===== src/rtl/adc_ctrl_pkg.sv =====
// constants, register map and state encoding of the converter control block
// assumes a 32-bit ahb-lite register bus and one bus clock
package adc_ctrl_pkg;

  // ----------------------------------------------------------------
  // register byte offsets
  // ----------------------------------------------------------------
  localparam logic [7:0] ADDR_CONV_ONE = 8'h00;
  localparam logic [7:0] ADDR_CONV_TWO = 8'h04;
  localparam logic [7:0] ADDR_RESULT = 8'h08;
  localparam logic [7:0] ADDR_COMPARE = 8'h0c;
  localparam logic [7:0] ADDR_CONFIG = 8'h10;
  localparam logic [7:0] ADDR_PIN_CTRL = 8'h14;

  // ----------------------------------------------------------------
  // field positions
  // ----------------------------------------------------------------
  localparam int ONE_DONE_BIT = 7;
  localparam int ONE_INT_EN_BIT = 6;
  localparam int ONE_CONT_BIT = 5;
  localparam int TWO_ACTIVE_BIT = 7;
  localparam int TWO_HWTRG_BIT = 6;
  localparam int TWO_CMP_EN_BIT = 5;
  localparam int TWO_CMP_GE_BIT = 4;
  localparam int CFG_LOWPOW_BIT = 7;
  localparam int CFG_DIV_LSB = 5;
  localparam int CFG_LONG_BIT = 4;
  localparam int CFG_MODE_LSB = 2;
  localparam int CFG_SRC_LSB = 0;

  // ----------------------------------------------------------------
  // channel codes, formats, clock sources
  // ----------------------------------------------------------------
  localparam logic [4:0] CHAN_TEMP = 5'h1a;
  localparam logic [4:0] CHAN_BANDGAP = 5'h1b;
  localparam logic [4:0] CHAN_DISABLED = 5'h1f;
  localparam logic [4:0] CHAN_RESET = 5'h1f;

  localparam logic [1:0] MODE_8 = 2'h0;
  localparam logic [1:0] MODE_12 = 2'h1;
  localparam logic [1:0] MODE_10 = 2'h2;

  localparam logic [1:0] SRC_BUS = 2'h0;
  localparam logic [1:0] SRC_BUS_HALF = 2'h1;
  localparam logic [1:0] SRC_ALT = 2'h2;
  localparam logic [1:0] SRC_ASYNC = 2'h3;

  // ----------------------------------------------------------------
  // sizes and timing counts in conversion clock ticks, except the settle count in hclk cycles
  // ----------------------------------------------------------------
  localparam int RESULT_BITS = 12;
  localparam int PIN_CTRL_BITS = 16;
  localparam logic [4:0] SAMPLE_SHORT_TICKS = 5'h04;
  localparam logic [4:0] SAMPLE_LONG_TICKS = 5'h14;
  localparam logic [3:0] MSB_INDEX = 4'hb;
  localparam logic [11:0] MSB_TRIAL = 12'h800;
  // hclk cycles a trial code needs through the dac register, the comparator and its synchroniser
  localparam logic [2:0] SETTLE_LAST = 3'h4;

  typedef enum logic [1:0] {
    ST_IDLE = 2'b00,
    ST_SAMPLE = 2'b01,
    ST_CONVERT = 2'b11,
    ST_FINISH = 2'b10
  } conv_state_e;

endpackage


===== src/rtl/sar_adc_control.sv =====
// successive approximation converter control with an ahb-lite register slave
// assumes the analog array settles within one conversion clock after dac_code changes
// and that compare_in is high when the sampled input is at or above dac_code
//
// Summary of operation
// - reserved channels convert silently, no error
// - temperature code routes the on-chip sensor
// - four conversion clock sources selectable
// - selected source divided by divide field
// - alternate clock keeps running in wait
// - hardware trigger on counter equals modulo
// - trigger independent of counter interrupt enable
// - trigger delivered in run, wait, stop3
// - pin enables only for channels 0-15
// - linear twelve-bit successive approximation
// - right-justified twelve, ten or eight bits
// - single or continuous; single returns idle
// - optional less-than or greater-equal compare
// - done flag and gated interrupt request
// - configurable sample time and power setting
// - all-ones channel powers down, stops conversions
// - control-one write aborts; restarts unless hardware trigger selected
// - done flag clears on control-one write or result read
//
// The AHB-Lite register port and the register addresses were chosen for this implementation.
`timescale 1ns/1ps
module sar_adc_control (
  input wire logic hclk,
  input wire logic hresetn,
  input wire logic hsel,
  input wire logic [31:0] haddr,
  input wire logic [1:0] htrans,
  input wire logic hwrite,
  input wire logic [2:0] hsize,
  input wire logic [31:0] hwdata,
  input wire logic hready,
  output logic [31:0] hrdata,
  output logic hreadyout,
  output logic hresp,
  input wire logic [7:0] rtc_counter_value,
  input wire logic [7:0] rtc_modulo_value,
  input wire logic local_async_clock,
  input wire logic alternate_clock_input,
  input wire logic sar_compare_in,
  output logic [11:0] sar_dac_code,
  output logic sar_sample,
  output logic sar_enable,
  output logic sar_power_down,
  output logic sar_low_power,
  output logic [4:0] sar_channel,
  output logic temp_sensor_enable,
  output logic [15:0] analog_pin_enable,
  output logic conv_irq
);

  // ----------------------------------------------------------------
  // declarations
  // ----------------------------------------------------------------
  adc_ctrl_pkg::conv_state_e state_q;
  logic wr_pend_q;
  logic rd_pend_q;
  logic [7:0] addr_q;
  logic bus_take;
  logic write_one;
  logic read_result;
  logic int_en_q;
  logic cont_q;
  logic [4:0] chan_q;
  logic hwtrg_q;
  logic cmp_en_q;
  logic cmp_ge_q;
  logic [11:0] cmp_val_q;
  logic lowpow_q;
  logic [1:0] div_q;
  logic long_q;
  logic [1:0] mode_q;
  logic [1:0] src_q;
  logic done_q;
  logic done_set;
  logic [11:0] result_q;
  logic [11:0] formatted;
  logic [11:0] sar_q;
  logic [3:0] bit_idx_q;
  logic [3:0] bit_next;
  logic [4:0] samp_cnt_q;
  logic [4:0] samp_last;
  logic [2:0] settle_q;
  logic settled;
  logic [1:0] cmp_sync_q;
  logic rtc_match_q;
  logic rtc_match_prev_q;
  logic trig_pulse;
  logic tick;
  logic [31:0] rd_mux;

  // ----------------------------------------------------------------
  // helpers
  // ----------------------------------------------------------------
  function automatic logic [11:0] format_result(input logic [11:0] raw, input logic [1:0] mode);
    case (mode)
      adc_ctrl_pkg::MODE_10: format_result = {2'h0, raw[11:2]};
      adc_ctrl_pkg::MODE_8: format_result = {4'h0, raw[11:4]};
      default: format_result = raw;
    endcase
  endfunction

  function automatic logic compare_true(input logic [11:0] res, input logic [11:0] val, input logic ge);
    compare_true = ge ? (res >= val) : (res < val);
  endfunction

  // ----------------------------------------------------------------
  // ahb-lite slave: writes take no wait state, reads take one
  // ----------------------------------------------------------------
  assign bus_take = hsel && hready && htrans[1];
  assign write_one = wr_pend_q && (addr_q == adc_ctrl_pkg::ADDR_CONV_ONE);
  assign read_result = rd_pend_q && (addr_q == adc_ctrl_pkg::ADDR_RESULT);

  always_ff @(posedge hclk or negedge hresetn) begin
    if (!hresetn) begin
      wr_pend_q <= 1'b0;
      rd_pend_q <= 1'b0;
      addr_q <= 8'h00;
      hreadyout <= 1'b1;
      hresp <= 1'b0;
    end else begin
      wr_pend_q <= bus_take && hwrite;
      rd_pend_q <= bus_take && !hwrite;
      hreadyout <= !(bus_take && !hwrite);
      hresp <= 1'b0;
      if (bus_take) begin
        addr_q <= haddr[7:0];
      end
    end
  end

  // the read wait state lets a write in the previous data phase land before the mux is sampled
  always_comb begin
    rd_mux = 32'h0000_0000;
    case (addr_q)
      adc_ctrl_pkg::ADDR_CONV_ONE: begin
        rd_mux[adc_ctrl_pkg::ONE_DONE_BIT] = done_q;
        rd_mux[adc_ctrl_pkg::ONE_INT_EN_BIT] = int_en_q;
        rd_mux[adc_ctrl_pkg::ONE_CONT_BIT] = cont_q;
        rd_mux[4:0] = chan_q;
      end
      adc_ctrl_pkg::ADDR_CONV_TWO: begin
        rd_mux[adc_ctrl_pkg::TWO_ACTIVE_BIT] = (state_q != adc_ctrl_pkg::ST_IDLE);
        rd_mux[adc_ctrl_pkg::TWO_HWTRG_BIT] = hwtrg_q;
        rd_mux[adc_ctrl_pkg::TWO_CMP_EN_BIT] = cmp_en_q;
        rd_mux[adc_ctrl_pkg::TWO_CMP_GE_BIT] = cmp_ge_q;
      end
      adc_ctrl_pkg::ADDR_RESULT: rd_mux[11:0] = result_q;
      adc_ctrl_pkg::ADDR_COMPARE: rd_mux[11:0] = cmp_val_q;
      adc_ctrl_pkg::ADDR_CONFIG: rd_mux[7:0] = {lowpow_q, div_q, long_q, mode_q, src_q};
      adc_ctrl_pkg::ADDR_PIN_CTRL: rd_mux[15:0] = analog_pin_enable;
      default: rd_mux = 32'h0000_0000;
    endcase
  end

  always_ff @(posedge hclk or negedge hresetn) begin
    if (!hresetn) begin
      hrdata <= 32'h0000_0000;
    end else if (rd_pend_q) begin
      hrdata <= rd_mux;
    end
  end

  // ----------------------------------------------------------------
  // software registers
  // ----------------------------------------------------------------
  always_ff @(posedge hclk or negedge hresetn) begin
    if (!hresetn) begin
      int_en_q <= 1'b0;
      cont_q <= 1'b0;
      chan_q <= adc_ctrl_pkg::CHAN_RESET;
      hwtrg_q <= 1'b0;
      cmp_en_q <= 1'b0;
      cmp_ge_q <= 1'b0;
      cmp_val_q <= 12'h000;
      lowpow_q <= 1'b0;
      div_q <= 2'h0;
      long_q <= 1'b0;
      mode_q <= adc_ctrl_pkg::MODE_8;
      src_q <= adc_ctrl_pkg::SRC_BUS;
      analog_pin_enable <= 16'h0000;
    end else if (wr_pend_q) begin
      case (addr_q)
        adc_ctrl_pkg::ADDR_CONV_ONE: begin
          int_en_q <= hwdata[adc_ctrl_pkg::ONE_INT_EN_BIT];
          cont_q <= hwdata[adc_ctrl_pkg::ONE_CONT_BIT];
          chan_q <= hwdata[4:0];
        end
        adc_ctrl_pkg::ADDR_CONV_TWO: begin
          hwtrg_q <= hwdata[adc_ctrl_pkg::TWO_HWTRG_BIT];
          cmp_en_q <= hwdata[adc_ctrl_pkg::TWO_CMP_EN_BIT];
          cmp_ge_q <= hwdata[adc_ctrl_pkg::TWO_CMP_GE_BIT];
        end
        adc_ctrl_pkg::ADDR_COMPARE: cmp_val_q <= hwdata[11:0];
        adc_ctrl_pkg::ADDR_CONFIG: begin
          lowpow_q <= hwdata[adc_ctrl_pkg::CFG_LOWPOW_BIT];
          div_q <= hwdata[adc_ctrl_pkg::CFG_DIV_LSB +: 2];
          long_q <= hwdata[adc_ctrl_pkg::CFG_LONG_BIT];
          mode_q <= hwdata[adc_ctrl_pkg::CFG_MODE_LSB +: 2];
          src_q <= hwdata[adc_ctrl_pkg::CFG_SRC_LSB +: 2];
        end
        // channels above 15 have no pin enable, so only sixteen bits exist
        adc_ctrl_pkg::ADDR_PIN_CTRL: analog_pin_enable <= hwdata[15:0];
        default: ;
      endcase
    end
  end

  // ----------------------------------------------------------------
  // hardware trigger from the real-time counter
  // ----------------------------------------------------------------
  // no interrupt enable or low-power state gates the match, so it fires in run, wait and stop3
  always_ff @(posedge hclk or negedge hresetn) begin
    if (!hresetn) begin
      rtc_match_q <= 1'b0;
      rtc_match_prev_q <= 1'b0;
    end else begin
      rtc_match_q <= (rtc_counter_value == rtc_modulo_value);
      rtc_match_prev_q <= rtc_match_q;
    end
  end

  assign trig_pulse = rtc_match_q && !rtc_match_prev_q;

  always_ff @(posedge hclk or negedge hresetn) begin
    if (!hresetn) begin
      cmp_sync_q <= 2'h0;
    end else begin
      cmp_sync_q <= {cmp_sync_q[0], sar_compare_in};
    end
  end

  conv_clock_gen u_clock_gen (
    .hclk(hclk),
    .hresetn(hresetn),
    .src_sel(src_q),
    .div_sel(div_q),
    .run(state_q != adc_ctrl_pkg::ST_IDLE),
    .local_async_clock(local_async_clock),
    .alternate_clock_input(alternate_clock_input),
    .tick(tick)
  );

  // ----------------------------------------------------------------
  // conversion sequencer
  // ----------------------------------------------------------------
  assign samp_last = (long_q ? adc_ctrl_pkg::SAMPLE_LONG_TICKS : adc_ctrl_pkg::SAMPLE_SHORT_TICKS) - 5'h01;
  assign bit_next = bit_idx_q - 4'h1;
  assign formatted = format_result(sar_q, mode_q);

  // a bit is judged only once its trial code has come back through the comparator path,
  // so a bus-rate conversion clock stretches each bit rather than reading a stale compare
  assign settled = (settle_q == adc_ctrl_pkg::SETTLE_LAST);

  always_ff @(posedge hclk or negedge hresetn) begin
    if (!hresetn) begin
      settle_q <= 3'h0;
    end else if (state_q != adc_ctrl_pkg::ST_CONVERT || write_one || (tick && settled)) begin
      settle_q <= 3'h0;
    end else if (!settled) begin
      settle_q <= settle_q + 3'h1;
    end
  end

  // reserved codes are converted like any other channel; the result is simply undefined
  always_ff @(posedge hclk or negedge hresetn) begin
    if (!hresetn) begin
      state_q <= adc_ctrl_pkg::ST_IDLE;
      samp_cnt_q <= 5'h00;
      bit_idx_q <= 4'h0;
      sar_q <= 12'h000;
    end else if (write_one) begin
      samp_cnt_q <= 5'h00;
      if (hwdata[4:0] == adc_ctrl_pkg::CHAN_DISABLED) begin
        state_q <= adc_ctrl_pkg::ST_IDLE;
      end else if (!hwtrg_q) begin
        state_q <= adc_ctrl_pkg::ST_SAMPLE;
      end else begin
        state_q <= adc_ctrl_pkg::ST_IDLE;
      end
    end else if (trig_pulse && hwtrg_q && state_q == adc_ctrl_pkg::ST_IDLE &&
                 chan_q != adc_ctrl_pkg::CHAN_DISABLED) begin
      state_q <= adc_ctrl_pkg::ST_SAMPLE;
      samp_cnt_q <= 5'h00;
    end else if (tick) begin
      case (state_q)
        adc_ctrl_pkg::ST_SAMPLE: begin
          samp_cnt_q <= samp_cnt_q + 5'h01;
          if (samp_cnt_q == samp_last) begin
            state_q <= adc_ctrl_pkg::ST_CONVERT;
            bit_idx_q <= adc_ctrl_pkg::MSB_INDEX;
            sar_q <= adc_ctrl_pkg::MSB_TRIAL;
          end
        end
        adc_ctrl_pkg::ST_CONVERT: begin
          if (settled) begin
            sar_q[bit_idx_q] <= cmp_sync_q[1];
            if (bit_idx_q == 4'h0) begin
              state_q <= adc_ctrl_pkg::ST_FINISH;
            end else begin
              sar_q[bit_next] <= 1'b1;
              bit_idx_q <= bit_next;
            end
          end
        end
        adc_ctrl_pkg::ST_FINISH: begin
          samp_cnt_q <= 5'h00;
          if (cont_q && chan_q != adc_ctrl_pkg::CHAN_DISABLED) begin
            state_q <= adc_ctrl_pkg::ST_SAMPLE;
          end else begin
            state_q <= adc_ctrl_pkg::ST_IDLE;
          end
        end
        default: state_q <= adc_ctrl_pkg::ST_IDLE;
      endcase
    end
  end

  // ----------------------------------------------------------------
  // result, completion flag and request
  // ----------------------------------------------------------------
  assign done_set = tick && !write_one && (state_q == adc_ctrl_pkg::ST_FINISH) &&
                    (!cmp_en_q || compare_true(formatted, cmp_val_q, cmp_ge_q));

  always_ff @(posedge hclk or negedge hresetn) begin
    if (!hresetn) begin
      result_q <= 12'h000;
    end else if (done_set) begin
      result_q <= formatted;
    end
  end

  // a completion landing with a result read keeps the flag set; a control-one write suppresses the completion
  always_ff @(posedge hclk or negedge hresetn) begin
    if (!hresetn) begin
      done_q <= 1'b0;
    end else if (done_set) begin
      done_q <= 1'b1;
    end else if (write_one || read_result) begin
      done_q <= 1'b0;
    end
  end

  always_ff @(posedge hclk or negedge hresetn) begin
    if (!hresetn) begin
      conv_irq <= 1'b0;
    end else begin
      conv_irq <= done_q && int_en_q;
    end
  end

  // ----------------------------------------------------------------
  // analog side controls
  // ----------------------------------------------------------------
  // the bandgap code needs the buffer enabled elsewhere first; nothing here checks it
  always_ff @(posedge hclk or negedge hresetn) begin
    if (!hresetn) begin
      sar_dac_code <= 12'h000;
      sar_sample <= 1'b0;
      sar_enable <= 1'b0;
      sar_power_down <= 1'b1;
      sar_low_power <= 1'b0;
      sar_channel <= adc_ctrl_pkg::CHAN_RESET;
      temp_sensor_enable <= 1'b0;
    end else begin
      sar_dac_code <= sar_q;
      sar_sample <= (state_q == adc_ctrl_pkg::ST_SAMPLE);
      sar_enable <= (state_q != adc_ctrl_pkg::ST_IDLE);
      sar_power_down <= (chan_q == adc_ctrl_pkg::CHAN_DISABLED);
      sar_low_power <= lowpow_q;
      sar_channel <= chan_q;
      temp_sensor_enable <= (chan_q == adc_ctrl_pkg::CHAN_TEMP) &&
                            (state_q != adc_ctrl_pkg::ST_IDLE);
    end
  end

endmodule


===== src/rtl/conv_clock_gen.sv =====
// conversion clock enable: picks one of four sources and divides it
// assumes the alternate and local asynchronous clocks arrive as pins that are slower than half of hclk
`timescale 1ns/1ps
module conv_clock_gen (
  input wire logic hclk,
  input wire logic hresetn,
  input wire logic [1:0] src_sel,
  input wire logic [1:0] div_sel,
  input wire logic run,
  input wire logic local_async_clock,
  input wire logic alternate_clock_input,
  output logic tick
);

  // ----------------------------------------------------------------
  // synchronisers and edge detection
  // ----------------------------------------------------------------
  logic [2:0] async_sync_q;
  logic [2:0] alt_sync_q;
  logic half_q;
  logic src_pulse;
  logic [2:0] div_cnt_q;
  logic [2:0] div_last;

  // the alternate clock is never gated by low-power state, so it keeps counting in wait
  always_ff @(posedge hclk or negedge hresetn) begin
    if (!hresetn) begin
      async_sync_q <= 3'h0;
      alt_sync_q <= 3'h0;
    end else begin
      async_sync_q <= {async_sync_q[1:0], local_async_clock};
      alt_sync_q <= {alt_sync_q[1:0], alternate_clock_input};
    end
  end

  always_ff @(posedge hclk or negedge hresetn) begin
    if (!hresetn) begin
      half_q <= 1'b0;
    end else begin
      half_q <= ~half_q;
    end
  end

  always_comb begin
    case (src_sel)
      adc_ctrl_pkg::SRC_BUS: src_pulse = 1'b1;
      adc_ctrl_pkg::SRC_BUS_HALF: src_pulse = half_q;
      adc_ctrl_pkg::SRC_ALT: src_pulse = alt_sync_q[1] & ~alt_sync_q[2];
      adc_ctrl_pkg::SRC_ASYNC: src_pulse = async_sync_q[1] & ~async_sync_q[2];
      default: src_pulse = 1'b0;
    endcase
  end

  // ----------------------------------------------------------------
  // divide by 1, 2, 4 or 8
  // ----------------------------------------------------------------
  always_comb begin
    case (div_sel)
      2'h0: div_last = 3'h0;
      2'h1: div_last = 3'h1;
      2'h2: div_last = 3'h3;
      default: div_last = 3'h7;
    endcase
  end

  always_ff @(posedge hclk or negedge hresetn) begin
    if (!hresetn) begin
      div_cnt_q <= 3'h0;
      tick <= 1'b0;
    end else if (!run) begin
      div_cnt_q <= 3'h0;
      tick <= 1'b0;
    end else begin
      tick <= src_pulse && (div_cnt_q == div_last);
      if (src_pulse) begin
        div_cnt_q <= (div_cnt_q == div_last) ? 3'h0 : div_cnt_q + 3'h1;
      end
    end
  end

endmodule


===== config.mk =====
export PLATFORM = sky130hd
export DESIGN_NAME = sar_adc_control
export DESIGN_NICKNAME = d
export VERILOG_FILES = /design/src/rtl/adc_ctrl_pkg.sv /design/src/rtl/sar_adc_control.sv /design/src/rtl/conv_clock_gen.sv
export SDC_FILE = /design/constraint.sdc
export NUM_CORES = 1
export LEC_CHECK = 0
export ABC_AREA = 1
export BUFFER_PORTS_ARGS = -buffer_cell sky130_fd_sc_hd__buf_2
export CORE_MARGIN = 2
export CORE_UTILIZATION = 45
export DETAILED_ROUTE_END_ITERATION = 7
export HOLD_SLACK_MARGIN = 0.12
export PLACE_DENSITY = 0.77
export SYNTH_ARGS = -nofsm -noshare
export SYNTH_HDL_FRONTEND = slang
export SYNTH_HIERARCHICAL = 1
export SYNTH_SLANG_ARGS = --single-unit

===== constraint.sdc =====
create_clock -name hclk -period 3.9 [get_ports hclk]
set_input_delay 0 -clock hclk [delete_from_list [all_inputs] [get_ports hclk]]
set_output_delay 0 -clock hclk [all_outputs]
set_load 0.1 [all_outputs]

Word-level counts from Yosys, hierarchy flattened. Cells that the tools add are included.

Reduce and logical (&&, ||, !) cells: 49. Order comparisons: 6. Multiplexer cells: 44. Bitwise gates (word level): 8. Add/subtract/negate cells: 5. Eq/ne operators: 31.

Operators by type and width (count): case mux 12 bit (2 select lines) (2); 2-to-1 mux 12 bit (3); case mux 4 bit (6 select lines) (1); logical AND 1 bit (20); 2-to-1 mux 5 bit (4); case mux 4 bit (5 select lines) (1); equality test 8 x 4 -> 1 bit (second input constant) (2); equality test 8 x 5 -> 1 bit (second input constant) (2); 2-to-1 mux 4 bit (4); equality test 5 bit (second input constant) (3); 2-to-1 mux 3 bit (5); bitwise mux 12 bit (1); equality test 2 bit (second input constant) (6); greater-or-equal comparator 12 bit (1); < comparator 12 bit (1); 2-to-1 mux 2 bit (6); != test 4 bit (second input constant) (3); bitwise OR 12 bit (1); case mux 4 bit (3 select lines) (1); AND reduction 2 bit (6); < comparator 4 x 5 -> 1 bit (second input constant) (2); != test 2 bit (second input constant) (5); case mux 5 bit (2 select lines) (1); 2-to-1 mux 1 bit (9); 31 further kinds (53).

Input port bits: 93. Register bits: 150. Logic and storage cells: 184. Output and inout bits: 73.

Depth between registers and ports, before layout. Gate-level depths: netlist (run 1).

Word-level depth: 9. Mapped depth: 19. Gate-level depth less buffers: 18.

Cells and area by module. The synthesis (run 1) kept the hierarchy.

By module, submodules not included: sar_adc_control (instances 1, cells each 821, seq. area each 3493.4 µm², area an instance 6886.6 µm²); conv_clock_gen (instances 1, cells each 48, seq. area each 275.3 µm², area an instance 460.4 µm²).

Least setup slack after synthesis (run 1). OpenSTA, ideal clock, no wires.

Kind: register -> register. Start: reg mode_q[0]. End: reg result_q[8]. Library setup time: 117 ps. Period minus slack after synthesis: 2200 ps. Buffers on the path: 1. Arrival time: 2083 ps. Setup slack: 1700 ps. Data required time: 3783 ps. Cell stages (with the launch flop): 16. Cell sequence: dfrtp_1 > nor2_1 > inv_1 > o22ai_1 > a21oi_1 > ha_1 > nand2_1 > nor2_1 > nand2_1 > inv_1 > nand2_1 > nand3_1 > nand3_2 > buf_2 > nand3_1 > nand2_1.

Cells in the longest elaborated chain, start to end: 6. Elaborated cells between the ends (all ways): 8. Those cells by class: 2 x order compare; 1 x eq/ne; 2 x mux; 3 x reduce/logical.

RTL lines: start, declared (RTL line sar_adc_control.sv:76) `logic [1:0] mode_q;`; start signal, assigned (RTL line sar_adc_control.sv:183) `mode_q <= adc_ctrl_pkg::MODE_8;`; start signal, assigned (RTL line sar_adc_control.sv:203) `mode_q <= hwdata[adc_ctrl_pkg::CFG_MODE_LSB +: 2];`; equality test 2 bit / logical NOT 2 bit (equally long branches) (RTL line sar_adc_control.sv:100) `case (mode)`; case mux 12 bit (2 select lines) * (RTL line sar_adc_control.sv:100); via formatted[5] (RTL line sar_adc_control.sv:81) `logic [11:0] formatted;`; < comparator 12 bit / greater-or-equal comparator 12 bit (equally long branches) (RTL line sar_adc_control.sv:108) `compare_true = ge ? (res >= val) : (res < val);`; 2-to-1 mux 1 bit * (RTL line sar_adc_control.sv:108); logical OR 1 bit * (RTL line sar_adc_control.sv:327) `(!cmp_en_q || compare_true(formatted, cmp_val_q, cmp_ge_q));`; logical AND 1 bit * (RTL line sar_adc_control.sv:326) `assign done_set = tick && !write_one && (state_q == adc_ctrl_pkg::ST_FINISH) &&`; end signal, assigned (RTL line sar_adc_control.sv:333) `result_q <= formatted;`; end, declared (RTL line sar_adc_control.sv:80) `logic [11:0] result_q;`.

Mark *: on every way through the listed nets, which the timed path passes. The rest lies on a longest branch. A chain may end at the register's enable or synchronous reset.

Worst setup path in the final report (run 1).
Start: reg mode_q[0]. End: reg result_q[5].

Cells in the longest elaborated chain, start to end: 6. Elaborated cells between the ends (all ways): 8. Those cells by class: 2 x order compare; 1 x eq/ne; 2 x mux; 3 x reduce/logical.

RTL lines (RTL line): equality test 2 bit / logical NOT 2 bit (equally long branches) (sar_adc_control.sv:100); case mux 12 bit (2 select lines) * (sar_adc_control.sv:100); via formatted[5] (sar_adc_control.sv:81); < comparator 12 bit / greater-or-equal comparator 12 bit (equally long branches) (sar_adc_control.sv:108); 2-to-1 mux 1 bit (sar_adc_control.sv:108); logical OR 1 bit (sar_adc_control.sv:327); logical AND 1 bit (sar_adc_control.sv:326).

Marks and branches as above.

==> reports/metrics.cfg, run 1 <==
[global_routing]
grt_pass1_vias = 5952
track_usage_pct = 21.0
grt_max_degree = 84
grt_overflow_total = 0
grt_pass1_wl_um = 29300
antenna_found_initial = 0

[logic_synthesis]
yosys_warnings = 6
yosysTopAreaCell = dfrtp_1
yosysMostFrequentCell = nand2_1
synthTopCellsByArea = dfrtp_1, nand2_1, o21ai_0
synth_edf_count = 0
yosys_register_bits = 150
netlist_area_um2 = 7350
synthFlopType = dfrtp_1
synth_common_cells = nand2_1, dfrtp_1, inv_1
netlist_instances = 869
avgSynthCellArea_um2 = 8.45
yosys.area.top_type_share_pct = 47.0
synth.distinct_cells = 36
async_reset_ff_share_pct = 100
synth-seq-area-share_pct = 51.3

[clock_tree]
ctsResizeCount = 0
clk_pin_slew_worst_paths_ns = 0.07
cts_buffers = 17
cts-root-buf = clkbuf_16
htreeDepth = 4
clock_sinks = 150
cts-hold-fix-buffers = 33
cts_tree = built
post_cts_buffers = 0
clk_latency_ns = 0.43
clock_path_buffers = 2

[finish]
fin_util_pct = 55.8
fin_nets = 1128
diodes = 0
area_growth_pct = 21.0
drive_gt1_share_pct = 17.4
fin_area_um2 = 8890

[floorplan]
initial_utilization_pct = 46.1
die_height_um = 132
die_w_um = 132
ios = 166
num_rows = 46
core_area_um2 = 15900
fp.dieArea_um2 = 17400

[run]
drv_cap = 0

[setup_path]
critical-path-top-delay-family = simple AND/OR/NAND/NOR gates
crit_cells = 15
r2r_slack_ns = 1.17
critPathMaxStageDelay_ns = 0.44
crit_top_cell = nand2_1
r2r-start = mode_q[0]
worstPathRequired_ns = 4.22
worst-path-max-fanout = 13
path_cells = nor2_1 -> inv_1 -> o22ai_1 -> a21oi_1 -> ha_1 -> nand2_1 -> nand2_1 -> nand2_1 -> nand2_1 -> a21oi_1 -> nand3_1 -> nand3_2 -> nand2_4 -> nand2_1 -> nand2_1
path_class = reg2reg
worst-path-buf-inv = 1
cp.arrival_ns = 3.05
ff2ff_path_depth = 15
worstSetupStartpointType = flop
cp-end-kind = flop
critPathSlowestCell = dfrtp_1
timing.rr.end = result_q[5]

[run_status]
outcome = finished, final reports clean

[timing]
slew_headroom_pct = 49.3
setup_slack_ns = 1.17
slew_violations = 0
hold_viol_final = 0
finalSetupViolCount = 0
worst_pin_slew_ns = 0.760
fin_crit_sh_pct = 70.1
hold_slack_ns = 0.179
grt_setup_unrepaired = no
fin_setup_tns_ns = 0
skew_ns = 0.0106
fmax_mhz = 366
fin_crit_ns = 2.73

[power_and_ir_drop]
seqPwrFrac_pct = 44.8
power_frac_clock_pct = 43.6
sw_frac_of_total_pct = 28.8
p_leak_nw = 4.84
share_comb_of_total_power_pct = 11.6
power_density_nw_per_um2 = 416
p_int_mw = 2.63
ir_drop_uv = 323
power.switching_mw = 1.06

[routing]
final_antenna_net_count = 0
route.vias.total = 6167
viasPerCell = 4.99
drc = 0
first_iter_violations = 436
wl_per_cell_um = 14.2
drt_wl_total_um = 17600
dr.pass1.iters = 5

[place]
postPlaceCellArea_um2 = 7980
place_hpwl_um = 12300
io_buffers = 104
gp_congestion = 0.898
dp_worst_setup_slack_ns = 1.20

[min_path]
hp-class = in2async

==> power groups by stage <==
stage / combinational (mW) / sequential (mW) / clock, mW
floorplan: 0.203 / 1.79 / 0
global placement: 0.395 / 1.68 / 0
detailed placement: 0.404 / 1.69 / 0
CTS: 0.430 / 1.66 / 1.63
global route: 0.467 / 1.66 / 1.70
finish: 0.428 / 1.66 / 1.61
==> logic make-up after synthesis <==
family | after synthesis | share of synthesized area (%)
XOR/XNOR | 14 | 1.67
AO/OA/AOI/OAI | 159 | 11.5
other | 1 | 0.0510
flip-flops | 150 | 51.3
adder cells (fa/ha/maj) | 28 | 4.77
buffers and inverters | 145 | 8.89
AND/OR/NAND/NOR | 367 | 21.1
multiplexers | 5 | 0.766
==> placed cells by master (no fill, tap or decap), types with 6 or more instances in the layout <==
cell,netlist,layout
a21oi_1,39,39
buf_2,4,103
clkbuf_16,0,19
conb_1,1,17
dfrtp_1,138,138
dfstp_2,12,12
dlygate4sd3_1,0,33
ha_1,28,28
inv_1,104,104
nand2_1,248,248
nand3_1,39,39
nand4_1,7,7
nor2_1,50,50
o211ai_1,6,6
o21ai_0,95,95
o22ai_1,10,10
xnor2_1,11,11
==> worst max path at each step <==
stage                     startpoint           to  slack (ns)
after global placement     mode_q[0]  result_q[6]        1.25
after detailed placement   mode_q[0]  result_q[1]        1.20
after global routing       mode_q[0]  result_q[4]        0.89
after CTS                  mode_q[0]       done_q        1.19
final                      mode_q[0]  result_q[5]        1.17
after floorplan            mode_q[0]  result_q[8]        1.70
==> registers in the layout, indices dropped and copies added, names as in the netlist, 4 cells and up <==
signal             flops
chan_q                 5
analog_pin_enable     16
hrdata                16
sar_dac_code          12
sar_channel            5
result_q              12
addr_q                 8
bit_idx_q              4
cmp_val_q             12
sar_q                 12
samp_cnt_q             5
==> layer usage <==
metal,GRT usage [%],wire [um]
met1,28.4,8070
met2,32.9,7990
met3,4.42,987
met4,9.12,543
met5,0,0
==> per-stage QoR <==
stage	std cells	power, mW
after floorplan	885	1.99
final	1236	3.70
after global placement	1171	2.08
after CTS	1236	3.71
after detailed placement	1171	2.09
after global routing	1236	3.84
==> worst register-to-register path: stages (launching register included) <==
cell and delay, ns:
dfrtp_1 0.44, nor2_1 0.42, inv_1 0.16, o22ai_1 0.14, a21oi_1 0.09, ha_1 0.31, nand2_1 0.07, nand2_1 0.05
nand2_1 0.06, nand2_1 0.06, a21oi_1 0.13, nand3_1 0.10, nand3_2 0.25, nand2_4 0.19, nand2_1 0.11, nand2_1 0.06
==> cell type report <==
cell class / instances / area (um^2)
fill: 1432 / 7050
sequential: 150 / 3770
multi-input combinational: 590 / 2990
timing repair buffer: 139 / 872
clock buffer: 20 / 479
inverter: 109 / 409
tap: 216 / 270
clock inverter: 12 / 108
(Power assumes the default switching activity.)
==> run 2: changes to the inputs <==
--- a/config.mk
+++ b/config.mk
@@ -11,7 +11,7 @@
 export CORE_UTILIZATION = 45
 export DETAILED_ROUTE_END_ITERATION = 7
 export HOLD_SLACK_MARGIN = 0.12
-export PLACE_DENSITY = 0.77
+export PLACE_DENSITY = 0.8
 export SYNTH_ARGS = -nofsm -noshare
 export SYNTH_HDL_FRONTEND = slang
 export SYNTH_HIERARCHICAL = 1
==> constraint.sdc (replaced) <==
create_clock -name hclk -period 2.5 [get_ports hclk]
set_input_delay 0 -clock hclk [delete_from_list [all_inputs] [get_ports hclk]]
set_output_delay 0 -clock hclk [all_outputs]
set_load 0.1 [all_outputs]
==> run 2 against run 1 <==
Non-clock buffer count rose by 16. Clock skew barely moved. Register-to-register slack got worse by 1.0 ns. Setup slack got worse by 1.0 ns. Via count rose by 1.8%. Cell count rose by 1.5%. Sequential share of layout area fell by 1.1 points. Sequential power rose by 55%. Critical path type unchanged. Largest power group unchanged. Highest routed layer unchanged.
==> reports/metrics.cfg, run 2 (synthesis gave the netlist of run 1 again) <==
[routing]
first_iter_violations = 511
final_antenna_net_count = 0
viasPerCell = 5.00
top_layer = met4
wl_met3_um = 1120
route.vias.total = 6276
wl_per_cell_um = 14.6
dr.pass1.iters = 7
drt_wl_total_um = 18300
wl_met1_um = 8120
wl_met2_um = 8500
drc = 0

[clock_tree]
cts_tree = built
cts_buffers = 17
clk_latency_ns = 0.43
cts-root-buf = clkbuf_16
clock_sinks = 150
clk_pin_slew_worst_paths_ns = 0.06
clock_path_buffers = 2
htreeDepth = 4

[timing]
slew_violations = 0
slew_headroom_pct = 51.6
grt_setup_unrepaired = yes
hold_slack_ns = 0.139
finalSetupViolCount = 0
fmax_mhz = 421
fin_crit_ns = 2.37
fin_crit_sh_pct = 95.0
hold_viol_final = 0
skew_ns = 0.0104
worst_pin_slew_ns = 0.725

[global_routing]
track_usage_pct = 21.7
grt_pass1_wl_um = 30100
grt_pass1_vias = 6081
grt_max_degree = 66
grt_overflow_total = 0
antenna_found_initial = 0

[finish]
mostFrequentLayoutCell = nand2_1
multiInputGateArea_um2 = 3050
fin_util_pct = 57.2
drive_gt1_share_pct = 19.9
fin_nets = 1146
fin_area_um2 = 9120
area_growth_pct = 24.1
final_cell_mix = nand2_1, dfrtp_1, inv_1, buf_2, o21ai_0
regArea_um2 = 3770
top_regs = analog_pin_enable: 16 flops, hrdata: 16 flops
diodes = 0
nFillCells = 1392

[run_status]
outcome = finished, final reports clean

[min_path]
hp-class = in2async

[place]
io_buffers = 104
postPlaceCellArea_um2 = 8070
gp_congestion = 0.873
place_hpwl_um = 12700

[setup_path]
cp.arrival_ns = 2.70
worst-path-max-fanout = 8
worstPathRequired_ns = 2.82
cp-end-kind = flop
worstSetupStartpointType = flop
path_class = reg2reg

[power_and_ir_drop]
power_density_nw_per_um2 = 640
p_leak_nw = 4.92
ir_drop_uv = 482

[floorplan]
ios = 166
num_rows = 46
die_w_um = 132
initial_utilization_pct = 46.1
fp.dieArea_um2 = 17400
die_height_um = 132
core_area_um2 = 15900

[run]
drv_cap = 0

[run 2: cell type report]
class,count,share of cell area (%)
Clock buffer,17,4.66
Inverter,109,4.53
Clock inverter,15,1.87
Timing Repair Buffer,155,11.2
Sequential cell,150,41.3
Multi-Input combinational cell,591,33.4
Tap cell,216,2.96
Timing Repair inverter,1,0.0823
[run 2: timing repair]
action / 4_1_cts / 5_1_grt
gates cloned: 0 / 2
endpoints found under the hold margin: 210 / 0
hold buffers: 33 / 0
buffers inserted: 0 / 7
setup endpoints to repair: 4 / 13
pin swaps: 0 / 1
gates resized for setup: 1 / 15
[run 2: through the flow]
stage / power (mW) / instances / setup WS, ns / TNS [ns]
global route: 6.06 / 1254 / -0.0606 / -0.541
CTS: 5.87 / 1245 / 0.0672 / 0
finish: 5.84 / 1254 / 0.125 / 0
global placement: 3.25 / 1180 / 0.0854 / 0
detailed placement: 3.27 / 1180 / 0.00261 / 0
floorplan: 3.10 / 885 / 0.300 / 0
[run 2: worst paths after layout]
check / startpoint / end / cells after the start / slack (ns)
setup / recovery: mode_q[0] / result_q[5] / 14 / 0.13
hold / removal: hresetn / cmp_sync_q[1] / 2 / 0.14
hold reg to reg: cmp_sync_q[0] / cmp_sync_q[1] / 0 / 0.35
min in group hclk: htrans[1] / wr_pend_q / 3 / 0.20
max in group asynchronous: hresetn / hreadyout / 3 / 1.62
setup reg to reg: mode_q[0] / result_q[5] / 14 / 0.13
[run 2: worst max-delay path, cell delays in order (launching register included)]
cell,delay [ns]
dfrtp_2,0.50
clkinvlp_4,0.22
o22ai_1,0.25
a21oi_2,0.08
ha_1,0.27
nand2_1,0.06
nor2_1,0.10
nand2_1,0.08
inv_1,0.07
nand2_1,0.07
nand3_1,0.13
nand3_4,0.14
buf_4,0.19
nand3_1,0.06
nand2_1,0.06
[run 2: routing by layer]
layer | GRT usage [%] | vias to the layer above
met2 | 34.5 | 230
met4 | 10.4 | 0
li1 | - | 3070
met5 | 0 | -
met1 | 28.4 | 2938
met3 | 4.69 | 38
[run 2: power by group]
group | total, mW | switching, mW | internal (mW)
combinational | 0.680 | 0.504 | 0.176
clock | 2.58 | 1.08 | 1.49
sequential | 2.58 | 0.0666 | 2.52
